[config.mk]
export PLATFORM = sky130hd
export DESIGN_NAME = bst_tap
export DESIGN_NICKNAME = d
export VERILOG_FILES = /design/src/bst_pkg.sv /design/src/bst_bscan_chain.sv /design/src/bst_tap.sv
export SDC_FILE = /design/constraint.sdc
export NUM_CORES = 1
export LEC_CHECK = 0
export BUFFER_PORTS_ARGS = -buffer_cell sky130_fd_sc_hd__buf_2
export CORE_MARGIN = 3
export CORE_UTILIZATION = 53
export CTS_CLUSTER_DIAMETER = 30
export DETAILED_ROUTE_END_ITERATION = 10
export GPL_TIMING_DRIVEN = 0
export PLACE_DENSITY = 0.79
export SLEW_MARGIN = 25
export SYNTH_ARGS = -nofsm -noshare
export SYNTH_HDL_FRONTEND = slang
export SYNTH_SLANG_ARGS = --single-unit
export TNS_END_PERCENT = 5
[constraint.sdc]
create_clock -name mclk_i -period 1.9 [get_ports mclk_i]
set_clock_uncertainty 0.15 [all_clocks]
set_input_delay 0.57 -clock mclk_i [delete_from_list [all_inputs] [get_ports mclk_i]]
set_output_delay 0.57 -clock mclk_i [all_outputs]
set_load 0.02 [all_outputs]
[src/bst_pkg.sv]
// Shared constants for the boundary-scan test access port.
// Assumes one system clock samples every test-port pin.
package bst_pkg;

    // Instruction register
    localparam int unsigned IR_W = 5;
    localparam logic [IR_W-1:0] IR_EXTEST  = 5'h00;
    localparam logic [IR_W-1:0] IR_SAMPLE  = 5'h01;
    localparam logic [IR_W-1:0] IR_CLAMP   = 5'h04;
    localparam logic [IR_W-1:0] IR_HIGHZ   = 5'h05;
    localparam logic [IR_W-1:0] IR_IDCODE  = 5'h0C;
    localparam logic [IR_W-1:0] IR_BYPASS  = 5'h1F;
    localparam logic [IR_W-1:0] IR_CAPTURE = 5'h01;

    // Identification register layout
    localparam int unsigned ID_W       = 32;
    localparam int unsigned ID_VER_LSB = 28;
    localparam int unsigned ID_PRT_LSB = 12;
    localparam int unsigned ID_MFR_LSB = 1;
    // Arbitrary identity values, not those of any real part
    localparam logic [3:0]  ID_VERSION = 4'h3;
    localparam logic [15:0] ID_PART    = 16'h0A5A;
    localparam logic [10:0] ID_MFR     = 11'h155;
    localparam logic        ID_FIXED   = 1'b1;
    localparam logic [ID_W-1:0] ID_VALUE = {ID_VERSION, ID_PART, ID_MFR, ID_FIXED};

    // Pin population: four cell kinds
    localparam int unsigned N_IN   = 2;
    localparam int unsigned N_OUT  = 2;
    localparam int unsigned N_BI   = 2;
    localparam int unsigned N_PIN_IN  = N_IN + N_BI;
    localparam int unsigned N_PIN_OUT = N_OUT + N_BI;
    localparam int unsigned CH_IN_LO  = 0;
    localparam int unsigned CH_OUT_LO = N_IN;
    localparam int unsigned CH_BI_LO  = N_IN + N_OUT;
    localparam int unsigned CH_CTL_LO = N_IN + N_OUT + N_BI;
    localparam int unsigned CH_LEN    = N_IN + N_OUT + 2 * N_BI;

    typedef enum logic [3:0] {
        ST_TLR    = 4'h0,
        ST_RTI    = 4'h1,
        ST_SEL_DR = 4'h3,
        ST_CAP_DR = 4'h2,
        ST_SH_DR  = 4'h6,
        ST_EX1_DR = 4'h7,
        ST_PA_DR  = 4'h5,
        ST_EX2_DR = 4'h4,
        ST_UPD_DR = 4'hC,
        ST_SEL_IR = 4'hD,
        ST_CAP_IR = 4'hF,
        ST_SH_IR  = 4'hE,
        ST_EX1_IR = 4'hA,
        ST_PA_IR  = 4'hB,
        ST_EX2_IR = 4'h9,
        ST_UPD_IR = 4'h8
    } bst_state_t;

    typedef enum logic [2:0] {
        MD_EXTEST = 3'h0,
        MD_SAMPLE = 3'h1,
        MD_HIGHZ  = 3'h2,
        MD_CLAMP  = 3'h3,
        MD_IDCODE = 3'h4,
        MD_BYPASS = 3'h5
    } bst_mode_t;

endpackage

[src/bst_bscan_chain.sv]
// Boundary-scan register: capture/shift stage plus update latch.
// Assumes strobes arrive as one-cycle pulses from the port controller.
`timescale 1ns/1ns
`default_nettype none
module bst_bscan_chain (
    input  wire logic                       mclk_i,
    input  wire logic                       srst_i,
    input  wire logic                       ce_i,
    input  wire logic                       capture_i,
    input  wire logic                       shift_i,
    input  wire logic                       update_i,
    input  wire logic                       tdi_i,
    input  wire logic [bst_pkg::CH_LEN-1:0] par_i,
    output logic                            so_o,
    output logic [bst_pkg::CH_LEN-1:0]      upd_o
);
    typedef struct packed {
        logic [bst_pkg::CH_LEN-1:0] sh;
        logic [bst_pkg::CH_LEN-1:0] upd;
    } bst_chain_t;

    bst_chain_t q, d;

    always_comb begin
        d = q;
        if (capture_i) begin
            d.sh = par_i;
        end else if (shift_i) begin
            d.sh = {tdi_i, q.sh[bst_pkg::CH_LEN-1:1]};
        end
        if (update_i) begin
            d.upd = q.sh;
        end
    end

    always_ff @(posedge mclk_i) begin
        if (srst_i) begin
            q <= '0;
        end else if (ce_i) begin
            q <= d;
        end
    end

    assign so_o  = q.sh[0];
    assign upd_o = q.upd;
endmodule // bst_bscan_chain
`default_nettype wire

[src/bst_tap.sv]
// Boundary-scan test access port: controller, instruction, bypass,
// identification and pin multiplexing. Test pins and pads are
// asynchronous and are synchronised to mclk_i before use.
`timescale 1ns/1ns
`default_nettype none
// Operation
// - Sixteen-state controller advanced by test clock, steered by mode select.
// - System reset puts controller in Test-Logic-Reset independent of functional logic.
// - Five-bit instruction register picks data register and operation.
// - Undefined instruction codes behave as bypass.
// - Code 00000 selects boundary register, pins driven from it.
// - Code 00001 selects boundary register, samples pins, preloads, pins untouched.
// - Code 00101 selects bypass, all output pins released.
// - Code 00100 drives pins from boundary register, bypass is shift path.
// - Code 01100 selects identification register.
// - One-bit bypass register is shortest path for bypass instructions.
// - Identification holds version, part, maker fields in fixed positions.
// - Identification bit zero always reads one.
// - Boundary register is a serial chain from data in to data out.
// - Chain covers every functional input, output and bidirectional pin.
// - Four cell kinds: input, output, bidirectional, output-enable control.
// - Boundary cells are test-only logic with no system function.
// - Sample and extest load the cells in parallel on rising test clock.
module bst_tap (
    input  wire logic                          mclk_i,
    input  wire logic                          srst_i,
    input  wire logic                          ce_i,
    input  wire logic                          tck_i,
    input  wire logic                          tms_i,
    input  wire logic                          tdi_i,
    input  wire logic                          trst_n_i,
    output logic                               tdo_o,
    output logic                               tdo_oe_o,
    input  wire logic [bst_pkg::N_PIN_IN-1:0]  pad_in_i,
    output logic [bst_pkg::N_PIN_OUT-1:0]      pad_out_o,
    output logic [bst_pkg::N_PIN_OUT-1:0]      pad_oe_o,
    input  wire logic [bst_pkg::N_PIN_OUT-1:0] core_out_i,
    input  wire logic [bst_pkg::N_BI-1:0]      core_oe_i,
    output logic [bst_pkg::N_PIN_IN-1:0]       core_in_o,
    output logic [bst_pkg::IR_W-1:0]           ir_o
);
    typedef struct packed {
        logic                          tck_s1;
        logic                          tck_s2;
        logic                          tck_s3;
        logic                          tms_s1;
        logic                          tms_s2;
        logic                          tdi_s1;
        logic                          tdi_s2;
        logic                          trst_n_s1;
        logic                          trst_n_s2;
        logic [bst_pkg::N_PIN_IN-1:0]  pad_s1;
        logic [bst_pkg::N_PIN_IN-1:0]  pad_s2;
        bst_pkg::bst_state_t           state;
        logic [bst_pkg::IR_W-1:0]      ir_sh;
        logic [bst_pkg::IR_W-1:0]      ir;
        logic                          byp;
        logic [bst_pkg::ID_W-1:0]      id_sh;
        logic                          tdo;
        logic                          tdo_oe;
        logic [bst_pkg::N_PIN_OUT-1:0] pad_out;
        logic [bst_pkg::N_PIN_OUT-1:0] pad_oe;
        logic [bst_pkg::N_PIN_IN-1:0]  core_in;
    } bst_tap_t;

    bst_tap_t q, d;

    function automatic bst_pkg::bst_state_t next_state(input bst_pkg::bst_state_t s, input logic tms);
        bst_pkg::bst_state_t n;
        n = s;
        unique case (s)
            bst_pkg::ST_TLR:    n = tms ? bst_pkg::ST_TLR    : bst_pkg::ST_RTI;
            bst_pkg::ST_RTI:    n = tms ? bst_pkg::ST_SEL_DR : bst_pkg::ST_RTI;
            bst_pkg::ST_SEL_DR: n = tms ? bst_pkg::ST_SEL_IR : bst_pkg::ST_CAP_DR;
            bst_pkg::ST_CAP_DR: n = tms ? bst_pkg::ST_EX1_DR : bst_pkg::ST_SH_DR;
            bst_pkg::ST_SH_DR:  n = tms ? bst_pkg::ST_EX1_DR : bst_pkg::ST_SH_DR;
            bst_pkg::ST_EX1_DR: n = tms ? bst_pkg::ST_UPD_DR : bst_pkg::ST_PA_DR;
            bst_pkg::ST_PA_DR:  n = tms ? bst_pkg::ST_EX2_DR : bst_pkg::ST_PA_DR;
            bst_pkg::ST_EX2_DR: n = tms ? bst_pkg::ST_UPD_DR : bst_pkg::ST_SH_DR;
            bst_pkg::ST_UPD_DR: n = tms ? bst_pkg::ST_SEL_DR : bst_pkg::ST_RTI;
            bst_pkg::ST_SEL_IR: n = tms ? bst_pkg::ST_TLR    : bst_pkg::ST_CAP_IR;
            bst_pkg::ST_CAP_IR: n = tms ? bst_pkg::ST_EX1_IR : bst_pkg::ST_SH_IR;
            bst_pkg::ST_SH_IR:  n = tms ? bst_pkg::ST_EX1_IR : bst_pkg::ST_SH_IR;
            bst_pkg::ST_EX1_IR: n = tms ? bst_pkg::ST_UPD_IR : bst_pkg::ST_PA_IR;
            bst_pkg::ST_PA_IR:  n = tms ? bst_pkg::ST_EX2_IR : bst_pkg::ST_PA_IR;
            bst_pkg::ST_EX2_IR: n = tms ? bst_pkg::ST_UPD_IR : bst_pkg::ST_SH_IR;
            bst_pkg::ST_UPD_IR: n = tms ? bst_pkg::ST_SEL_DR : bst_pkg::ST_RTI;
        endcase
        return n;
    endfunction

    // Codes outside the defined set, including the private ones, fall to bypass
    function automatic bst_pkg::bst_mode_t ir_decode(input logic [bst_pkg::IR_W-1:0] ir);
        bst_pkg::bst_mode_t m;
        m = bst_pkg::MD_BYPASS;
        unique case (ir)
            bst_pkg::IR_EXTEST: m = bst_pkg::MD_EXTEST;
            bst_pkg::IR_SAMPLE: m = bst_pkg::MD_SAMPLE;
            bst_pkg::IR_HIGHZ:  m = bst_pkg::MD_HIGHZ;
            bst_pkg::IR_CLAMP:  m = bst_pkg::MD_CLAMP;
            bst_pkg::IR_IDCODE: m = bst_pkg::MD_IDCODE;
            default:            m = bst_pkg::MD_BYPASS;
        endcase
        return m;
    endfunction

    logic                       tck_rise;
    logic                       tck_fall;
    bst_pkg::bst_mode_t         mode;
    logic                       sel_bscan;
    logic                       pins_from_chain;
    logic                       in_shift;
    logic                       ch_so;
    logic [bst_pkg::CH_LEN-1:0] ch_upd;
    logic [bst_pkg::CH_LEN-1:0] ch_par;

    assign tck_rise        = q.tck_s2 & ~q.tck_s3;
    assign tck_fall        = ~q.tck_s2 & q.tck_s3;
    assign mode            = ir_decode(q.ir);
    assign sel_bscan       = (mode == bst_pkg::MD_EXTEST) || (mode == bst_pkg::MD_SAMPLE);
    assign pins_from_chain = (mode == bst_pkg::MD_EXTEST) || (mode == bst_pkg::MD_CLAMP);
    assign in_shift        = (q.state == bst_pkg::ST_SH_DR) || (q.state == bst_pkg::ST_SH_IR);

    // Inputs and bidir data capture the pin, outputs the core driver, controls the core enable
    assign ch_par = {core_oe_i,
                     q.pad_s2[bst_pkg::N_PIN_IN-1:bst_pkg::N_IN],
                     core_out_i[bst_pkg::N_OUT-1:0],
                     q.pad_s2[bst_pkg::N_IN-1:0]};

    // Test-only cells; the functional path never passes through them
    bst_bscan_chain u_chain (
        .mclk_i    (mclk_i),
        .srst_i    (srst_i),
        .ce_i      (ce_i),
        .capture_i (tck_rise && sel_bscan && q.state == bst_pkg::ST_CAP_DR),
        .shift_i   (tck_rise && sel_bscan && q.state == bst_pkg::ST_SH_DR),
        .update_i  (tck_fall && sel_bscan && q.state == bst_pkg::ST_UPD_DR),
        .tdi_i     (q.tdi_s2),
        .par_i     (ch_par),
        .so_o      (ch_so),
        .upd_o     (ch_upd)
    );

    always_comb begin
        d = q;
        d.tck_s1    = tck_i;
        d.tck_s2    = q.tck_s1;
        d.tck_s3    = q.tck_s2;
        d.tms_s1    = tms_i;
        d.tms_s2    = q.tms_s1;
        d.tdi_s1    = tdi_i;
        d.tdi_s2    = q.tdi_s1;
        d.trst_n_s1 = trst_n_i;
        d.trst_n_s2 = q.trst_n_s1;
        d.pad_s1    = pad_in_i;
        d.pad_s2    = q.pad_s1;
        d.core_in   = q.pad_s2;

        if (tck_rise) begin
            d.state = next_state(q.state, q.tms_s2);
            case (q.state)
                bst_pkg::ST_CAP_IR: d.ir_sh = bst_pkg::IR_CAPTURE;
                bst_pkg::ST_SH_IR:  d.ir_sh = {q.tdi_s2, q.ir_sh[bst_pkg::IR_W-1:1]};
                bst_pkg::ST_CAP_DR: begin
                    d.byp   = 1'b0;
                    d.id_sh = bst_pkg::ID_VALUE;
                end
                bst_pkg::ST_SH_DR: begin
                    d.byp   = q.tdi_s2;
                    d.id_sh = {q.tdi_s2, q.id_sh[bst_pkg::ID_W-1:1]};
                end
                default: ;
            endcase
        end

        // Data out moves only on the falling edge so the tester samples a settled bit
        if (tck_fall) begin
            if (q.state == bst_pkg::ST_UPD_IR) begin
                d.ir = q.ir_sh;
            end
            d.tdo_oe = in_shift;
            if (q.state == bst_pkg::ST_SH_IR) begin
                d.tdo = q.ir_sh[0];
            end else if (q.state == bst_pkg::ST_SH_DR) begin
                if (sel_bscan) begin
                    d.tdo = ch_so;
                end else if (mode == bst_pkg::MD_IDCODE) begin
                    d.tdo = q.id_sh[0];
                end else begin
                    d.tdo = q.byp;
                end
            end
        end

        if (q.state == bst_pkg::ST_TLR) begin
            d.ir = bst_pkg::IR_IDCODE;
        end

        // Test reset acts without any test-clock edge
        if (!q.trst_n_s2) begin
            d.state  = bst_pkg::ST_TLR;
            d.ir     = bst_pkg::IR_IDCODE;
            d.tdo_oe = 1'b0;
        end

        if (mode == bst_pkg::MD_HIGHZ) begin
            d.pad_out = core_out_i;
            d.pad_oe  = '0;
        end else if (pins_from_chain) begin
            d.pad_out = {ch_upd[bst_pkg::CH_BI_LO +: bst_pkg::N_BI],
                         ch_upd[bst_pkg::CH_OUT_LO +: bst_pkg::N_OUT]};
            d.pad_oe  = {ch_upd[bst_pkg::CH_CTL_LO +: bst_pkg::N_BI], {bst_pkg::N_OUT{1'b1}}};
        end else begin
            d.pad_out = core_out_i;
            d.pad_oe  = {core_oe_i, {bst_pkg::N_OUT{1'b1}}};
        end
    end

    always_ff @(posedge mclk_i) begin
        if (srst_i) begin
            q    <= '0;
            q.ir <= bst_pkg::IR_IDCODE;
        end else if (ce_i) begin
            q <= d;
        end
    end

    assign tdo_o     = q.tdo;
    assign tdo_oe_o  = q.tdo_oe;
    assign pad_out_o = q.pad_out;
    assign pad_oe_o  = q.pad_oe;
    assign core_in_o = q.core_in;
    assign ir_o      = q.ir;
endmodule // bst_tap
`default_nettype wire

# [After elaboration in Yosys (flattened, before gate mapping)]
# Cells that the tools add are included.
[op_classes] n_eq_ne=27 muxes=32 bitwise=4 reduce_logical=26
[ops] op="33-bit one-hot mux with 2 select lines" n=1
[ops] op="4-bit one-hot mux with 12 select lines" n=1
[ops] op="4-bit equality test, second input constant" n=8
[ops] op="8-bit two-way mux" n=4
[ops] op="4-bit two-way mux" n=5
[ops] op="5-bit two-way mux" n=4
[ops] op="4-bit by 3-bit equality test with 1-bit output, second input constant" n=4
[ops] op="3-bit one-hot mux with 5 select lines" n=1
[ops] op="3-bit AND reduction" n=4
[ops] op="5-bit by 3-bit equality test with 1-bit output, second input constant" n=2
[ops] op="5-bit one-hot mux with 2 select lines" n=1
[ops] op="1-bit two-way mux" n=9
[ops] op="9-bit two-way mux" n=1
[ops] op="4-bit by 2-bit equality test with 1-bit output, second input constant" n=2
[ops] op="2-bit AND reduction" n=4
[ops] op="2-bit nonzero test" n=4
[ops] op="3-bit by 2-bit equality test with 1-bit output, second input constant" n=2
[ops] op="2-bit two-way mux" n=3
[ops] op="3-bit two-way mux" n=2
[ops] op="3-bit by 1-bit inequality test with 1-bit output, second input constant" n=2
[ops] op="5-bit by 1-bit equality test with 1-bit output, second input constant" n=1
[ops] op="5-bit by 4-bit equality test with 1-bit output, second input constant" n=1
[ops] op="1-bit logical AND" n=5
[ops] op="5-bit zero test" n=1
[ops] op="other kinds (11)" n=17
[word_totals] ff_bits=94 input_bits=17 elab_cells=112

# [Logic depth before layout (Yosys ltp)]
# Gate-level depths: netlist (run 1).
[depth] depth_word=8 depth_mapped=8 mapped_depth_nobuf=5

# [By module]
# A second synthesis (run 1) with hierarchy kept.
[hier_totals] hier_cells=468 hier_area_um2=4061.4
[modules_own_cells] mod="bst_tap" n_inst=1 cells_each=388 area_per_inst_um2=3283.1 seq_area_each_um2=1521.5
[modules_own_cells] mod="bst_bscan_chain" n_inst=1 cells_each=80 area_per_inst_um2=778.2 seq_area_each_um2=320.3

# [Worst setup path after synthesis (run 1)]
# OpenSTA, ideal clock, no wires.
[synth_path] path_kind="input-to-reg" start="input port ce_i" end="register q[31] (netlist bit)" setup_ps=128 arrival_time_ps=1760 setup_slack_ps=-137 cell_stages=7 path_buffers=3 cell_sequence="buf_4 nand3b_4 or3_1 buf_4 clkbuf_1 a22oi_1 nor2_1"
[synth_between] elab_chain_len=1
[synth_rtl] element="start: declaration" line="bst_tap.sv:27" text="input wire logic ce_i,"
[synth_rtl] element="3-bit AND reduction (no source line)"
[synth_rtl] element="end: declaration" line="bst_tap.sv:66" text="bst_tap_t q, d;"
# No other way between the ends.
# A chain may end at the register's enable or synchronous reset.

# [Worst setup path in the final report (run 1)]
[layout_path] start="register q (netlist bit ir_o[1])" end="register u_chain.q (netlist bit u_chain.upd_o[7])"
[layout_between] elab_chain_len=7 elab_cells_between_ends=12
[layout_rtl] element="5-bit by 4-bit equality test with 1-bit output, or another cell as far along" line="bst_tap.sv:96" text="unique case (ir)"
[layout_rtl] element="3-bit one-hot mux with 5 select lines *" line="bst_tap.sv:96"
[layout_rtl] element="3-bit by 1-bit equality test with 1-bit output or 3-bit zero test (tied branches)" line="bst_tap.sv:120" text="assign sel_bscan = (mode == bst_pkg::MD_EXTEST) || (mode == bst_pkg::MD_SAMPLE);"
[layout_rtl] element="1-bit logical OR *" line="bst_tap.sv:120"
[layout_rtl] element="1-bit logical AND * (2 in a row)" line="bst_tap.sv:137" text=".update_i (tck_fall && sel_bscan && q.state == bst_pkg::ST_UPD_DR),"
[layout_rtl] element="2-bit AND reduction (no source line) *"
[layout_rtl] element="end signal: assignment" line="bst_bscan_chain.sv:38" text="q <= '0;"
[layout_rtl] element="end signal: assignment" line="bst_bscan_chain.sv:40" text="q <= d;"
[layout_rtl] element="end: declaration" line="bst_bscan_chain.sv:22" text="bst_chain_t q, d;"
# Mark *: on every way between the ends. The rest lies on a longest branch, timed or not.

==> impl_metrics.ini, run 1 <==
[critical_path]
crit_arrival_ns = 1.96
path_cells = or4_4 -> nor3_4 -> buf_4 -> mux2i_1 -> nor2_1
critPathKind = register to register
timing.rr.start = ir_o[1]
endpoint = u_chain.upd_o[7]
rrSetupSlack_ns = 0.02
critPathLaunch = ir_o[1]
critPathTopFamily = simple AND/OR/NAND/NOR gates
crit_path_start_kind = register
path_depth = 5
reg2reg_to = u_chain.upd_o[7]
critical_path_required_ns = 1.98
max_stage_delay_ns = 0.58
cp_slowest_cell = or4_4
worst-path-buf-inv = 1
path_max_fanout = 6
endpoint_kind = register
reg2reg_depth = 5

[timing]
tns_ns = 0
setup_viol = 0
whs_ns = 0.302
final_max_slew_viol_count = 0
hold_viol = 0
slew_headroom_pct = 52.8
grt_setup_unrepaired = true
period_share_pct = 99.1
worst_slack_ns = 0.0166
max_freq_mhz = 531
tightest_slew_ns = 0.708
min_period_ns = 1.88

[pwr]
leakage_nw = 1.83
power_density_mw_per_mm2 = 772
ir_drop_mv = 0.535

[clock_network]
cts.path.max_buffers = 2
path_clk_slew_ns = 0.09
cts_hold_buffers = 0
numCtsBuffers = 9
cts_tree = built
clkSinkCount = 90
clock_latency_ns = 0.36
cts_max_level = 3
root_buffer = clkbuf_8

[routing]
drt_iter0_drc = 220
vias_per_cell = 5.51
ant_nets = 0
drc = 0
wirelength_um = 8290
vias = 3127
wl_per_cell_um = 14.6
dr.pass1.iters = 4

[flow_run]
drv_cap = 0

[placed_design]
pre_cts_slack_ns = -0.324
place_area_mm2 = 0.00407
gp_congestion = 0.854
io_buffers = 33
dp_hpwl_um = 5650

[synth]
synth_area_mm2 = 0.00377
synth-edff-count = 0
syn_avg_cell_area_um2 = 8.97
seq_area_frac_synth_pct = 47.8
synth-seq-cells = 90
async_flop_share_pct = 0
ys_warn_count = 0
synth_flop_cell = dfxtp_1
syn_nets = 437
ys_types = 40
synthCells = 420

[floorplan]
core_area_mm2 = 0.00683
die-height_um = 90.3
fp.dieArea_mm2 = 0.00816
start_util_pct = 55.2
die_w_um = 90.3
num_io_pins = 36
num_rows = 30

[cells_and_area]
antenna_cells = 0
fin_area_mm2 = 0.00436
drive_gt1_share_pct = 21.0
syn_to_final_growth_pct = 15.6
nets = 486
final_core_util_pct = 63.8

[grt]
grt_pass1_wl_um = 13700
grt_use_total_pct = 20.4
grt_max_degree = 15
grt-ovfl-total = 0
antenna_found_initial = 0
grt_pass1_vias = 2951

[worst_hold_path]
hold_path.class = primary input to register

[outcome]
status = completed
-- cells in the mapped netlist, types with 2 or more instances --
| cell | instances | area [µm²] |
|---|---|---|
| buf_2 | 4 | 20.0 |
| or4_1 | 2 | 15.0 |
| nand3_1 | 2 | 10.0 |
| buf_1 | 2 | 7.51 |
| clkbuf_1 | 20 | 75.1 |
| and2_1 | 2 | 12.5 |
| nor3_1 | 18 | 90.1 |
| nor2b_1 | 3 | 18.8 |
| a211oi_1 | 13 | 97.6 |
| nand2_1 | 10 | 37.5 |
| a22oi_1 | 26 | 195 |
| or3_1 | 5 | 31.3 |
| nor2_1 | 106 | 398 |
| dfxtp_1 | 90 | 1800 |
| nor4_1 | 2 | 12.5 |
| o22ai_1 | 2 | 12.5 |
| nand3b_1 | 2 | 15.0 |
| buf_4 | 19 | 143 |
| mux2i_1 | 42 | 420 |
| a32oi_1 | 2 | 17.5 |
| inv_1 | 5 | 18.8 |
| nand2b_1 | 6 | 37.5 |
| o211ai_1 | 2 | 15.0 |
| o21ai_0 | 4 | 20.0 |
| a21oi_1 | 16 | 80.1 |
-- worst min path at each step --
stage	cells past startpoint	from	slack, ns	end
6_report	3	pad_in_i[1]	0.30	d[62]
5_1_grt	3	pad_in_i[3]	0.32	d[64]
4_1_cts	3	pad_in_i[1]	0.30	d[62]
3_5_place_dp	2	pad_out_o[1]	0.33	pad_out_o[1]
3_3_place_gp	2	pad_oe_o[1]	0.32	pad_oe_o[1]
2_1_floorplan	2	pad_oe_o[1]	0.31	pad_oe_o[1]
-- report_power, final --
group	total, W	internal [W]	switching [W]
Clock	0.00124	0.000594	0.000649
Combinational	0.000191	0.0000782	0.000112
Sequential	0.00193	0.00191	0.0000183
-- tightest hold or removal path, cell delays in order --
cell     delay (ns)
buf_2          0.07
mux2i_1        0.05
nor2_1         0.08
-- per-layer routing --
layer,vias to the layer above,share of wire [%],track usage (%)
met1,1481,46,26.7
met5,-,0,0
met3,22,4.7,3.25
met2,84,47,33.4
li1,1540,-,-
met4,0,2.5,9.06
-- cell type report --
type / count / area (µm²)
buffer: 45 / 274
clock buffer: 9 / 124
clock inverter: 5 / 57.6
fill: 577 / 2470
inverter: 5 / 18.8
multi-input combinational: 279 / 1750
sequential: 90 / 1810
tap: 96 / 120
timing repair buffer: 39 / 210
-- state kept, by name (all words and copies together), names as in the netlist, 3 cells and up --
signal	flops
q	45
d	9
u_chain.q	7
u_chain.upd_o	6
ir_o	5
ch_par	4
core_in_o	4
pad_out_o	4
pad_oe_o	3
-- cell usage in the layout (no fill, tap or decap), types with 3 or more instances in the layout --
master    netlist  final
nor2_1        106    106
dfxtp_1        90     86
mux2i_1        42     42
buf_2           4     37
a22oi_1        26     26
buf_4          19     24
nor3_1         18     17
clkbuf_1       20     16
a21oi_1        16     16
a211oi_1       13     12
nand2_1        10     10
clkbuf_8        0      9
nand2b_1        6      5
inv_1           5      5
or3_1           5      4
o21ai_0         4      4
dfxtp_2         0      4
nor2b_1         3      3
-- cells by family after synthesis --
| group | Yosys count | synth area share (%) |
|---|---|---|
| flops | 90 | 47.8 |
| buf+inv | 51 | 7.30 |
| mux | 42 | 11.2 |
| simple gates | 166 | 20.8 |
| compound gates | 71 | 12.9 |
-- metrics by stage --
step           power (W)  cells
2_1_floorplan    0.00210    420
3_3_place_gp     0.00216    549
3_5_place_dp     0.00216    549
4_1_cts          0.00337    562
5_1_grt          0.00347    568
6_report         0.00336    568
-- timing repair --
action                     4_1_cts  5_1_grt
pin swaps                        2        4
buffers inserted                 0        6
setup endpoints to repair       36       38
gates resized for setup          8       14
Power figures use the tool's default switching activity.
==> run 2, diff against run 1 <==
- CORE_UTILIZATION: 53 -> 45
- PLACE_DENSITY: 0.79 -> 0.7
==> run 2 against run 1 <==
  * Flip-flop and latch count stayed put
  * Clock power rose by 18%
  * Worst setup slack gained 0.0050 ns
  * Sequential power about the same
  * Sequential share of layout area is 0.41 points lower
  * Total power up 6.4%
  * Fmax is 0.26% higher
  * Utilization shrank 8.2 points
  * Critical path type is now register to output pin
  * Largest cell class unchanged
==> impl_metrics.ini, run 2 (synthesized netlist as in run 1, its figures left out) <==
[routing]
dr.pass1.iters = 5
wirelength_um = 8070
drt_iter0_drc = 216
drc = 0
vias_per_cell = 5.38
vias = 3081
wl_per_cell_um = 14.1
ant_nets = 0

[grt]
grt_busiest_layer = met2
antenna_found_initial = 0
grt_use_total_pct = 17.2
met1_usage_pct = 21.6
grt_pass1_wl_um = 13400
grt_util_met3_pct = 4.59
use_met2_pct = 28.3
grt-ovfl-total = 0
grt_pass1_vias = 2845
grt_max_degree = 15

[pwr]
ir_drop_mv = 0.518
power_density_mw_per_mm2 = 813
leakage_nw = 1.84

[critical_path]
critPathKind = register to output pin
crit_path_start_kind = register
endpoint_kind = output pin
rrSetupSlack_ns = 0.04
cp_slowest_cell = dfxtp_1
max_stage_delay_ns = 0.50
critPathTopFamily = flip-flops
critical_path_required_ns = 1.18
crit_arrival_ns = 1.16
path_cells = buf_4 -> buf_2
timing.rr.start = ir_o[2]
path_max_fanout = 6
worst-path-buf-inv = 2
reg2reg_to = u_chain.upd_o[6]
reg2reg_depth = 5

[clock_network]
clock_latency_ns = 0.36
path_clk_slew_ns = 0.08
cts.path.max_buffers = 2
cts_hold_buffers = 0
clkSinkCount = 90
root_buffer = clkbuf_8
cts_max_level = 3
numCtsBuffers = 9
cts_tree = built

[floorplan]
core_area_mm2 = 0.00793
die-height_um = 97.5
fp.dieArea_mm2 = 0.00951
num_rows = 32
die_w_um = 97.5
start_util_pct = 47.5
num_io_pins = 36

[timing]
grt_setup_unrepaired = true
tns_ns = 0
max_freq_mhz = 532
slew_headroom_pct = 54.2
tightest_slew_ns = 0.687
period_share_pct = 98.9
min_period_ns = 1.88
hold_viol = 0
final_max_slew_viol_count = 0
worst_slack_ns = 0.0216
setup_viol = 0

[cells_and_area]
syn_to_final_growth_pct = 16.8
fin_area_mm2 = 0.00440
final_common_cell = nor2_1
largest_register = q
final.fill_count = 733
layout_common_cells = 106 x nor2_1, 85 x dfxtp_1, 42 x mux2i_1
layout.cells.non_filler = 573
drive_gt1_share_pct = 21.0
largest_register_ffs = 45
nets = 483
antenna_cells = 0

[worst_hold_path]
whs_path_depth = 3
hold_path_end = d[62]
hp-start = pad_in_i[1]
hold_path.class = primary input to register

[placed_design]
post-place-cells = 555
io_buffers = 33
place_area_mm2 = 0.00407
dp_hpwl_um = 5640
gp_congestion = 0.852
pre_cts_slack_ns = -0.290

[outcome]
status = completed

[flow_run]
drv_cap = 0
run 2: metal layers:
layer  share of wire (%)  wire [µm]
met1                  45       3640
met2                  48       3910
met3                 4.9        394
met4                 1.6        133
met5                   0          0
run 2: timing repair:
item,in CTS,in global routing
pin swaps,2,5
buffers inserted,0,3
resized for setup,7,19
setup endpoints to repair,36,44
cloned,0,0
run 2: worst max path at each step:
stage,start,endpoint,slack [ns],depth (start not counted)
after global placement,ce_i,q[35],-0.29,6
final,ir_o[4],ir_o[4],0.02,2
after floorplan,ce_i,u_chain.q[11],-0.08,8
after global routing,ir_o[2],u_chain.upd_o[3],-0.05,5
after CTS,ir_o[1],u_chain.upd_o[4],-0.05,4
after detailed placement,ce_i,q[35],-0.29,6
run 2: area by class of cell:
cell class | instances | area [µm²] | share of cell area [%]
tap | 102 | 128 | 2.90
clock buffer | 12 | 155 | 3.52
clock inverter | 4 | 73.8 | 1.68
buffer | 45 | 274 | 6.22
sequential | 90 | 1810 | 41.1
inverter | 5 | 18.8 | 0.426
multi-input combinational | 279 | 1750 | 39.6
timing repair buffer | 36 | 200 | 4.55
run 2: per-stage QoR:
stage	power (W)	hold WS (ns)	util [%]
after floorplan	0.00210	0.307	-
after global placement	0.00216	0.317	51.4
after detailed placement	0.00216	0.327	51.4
final	0.00358	0.297	55.5
after CTS	0.00362	0.279	54.6
after global routing	0.00371	0.309	55.5
run 2: worst register-to-register path: stages, from the launching register on:
cell	delay, ns
dfxtp_2	0.35
or4_4	0.61
nor3_4	0.24
buf_12	0.15
mux2i_1	0.18
nor2_1	0.05
run 2: power breakdown:
group | internal, W | switching [W] | total, W
Sequential | 0.00191 | 0.0000178 | 0.00193
Combinational | 0.0000782 | 0.000112 | 0.000190
Clock | 0.000813 | 0.000646 | 0.00146
Total | 0.00280 | 0.000775 | 0.00358
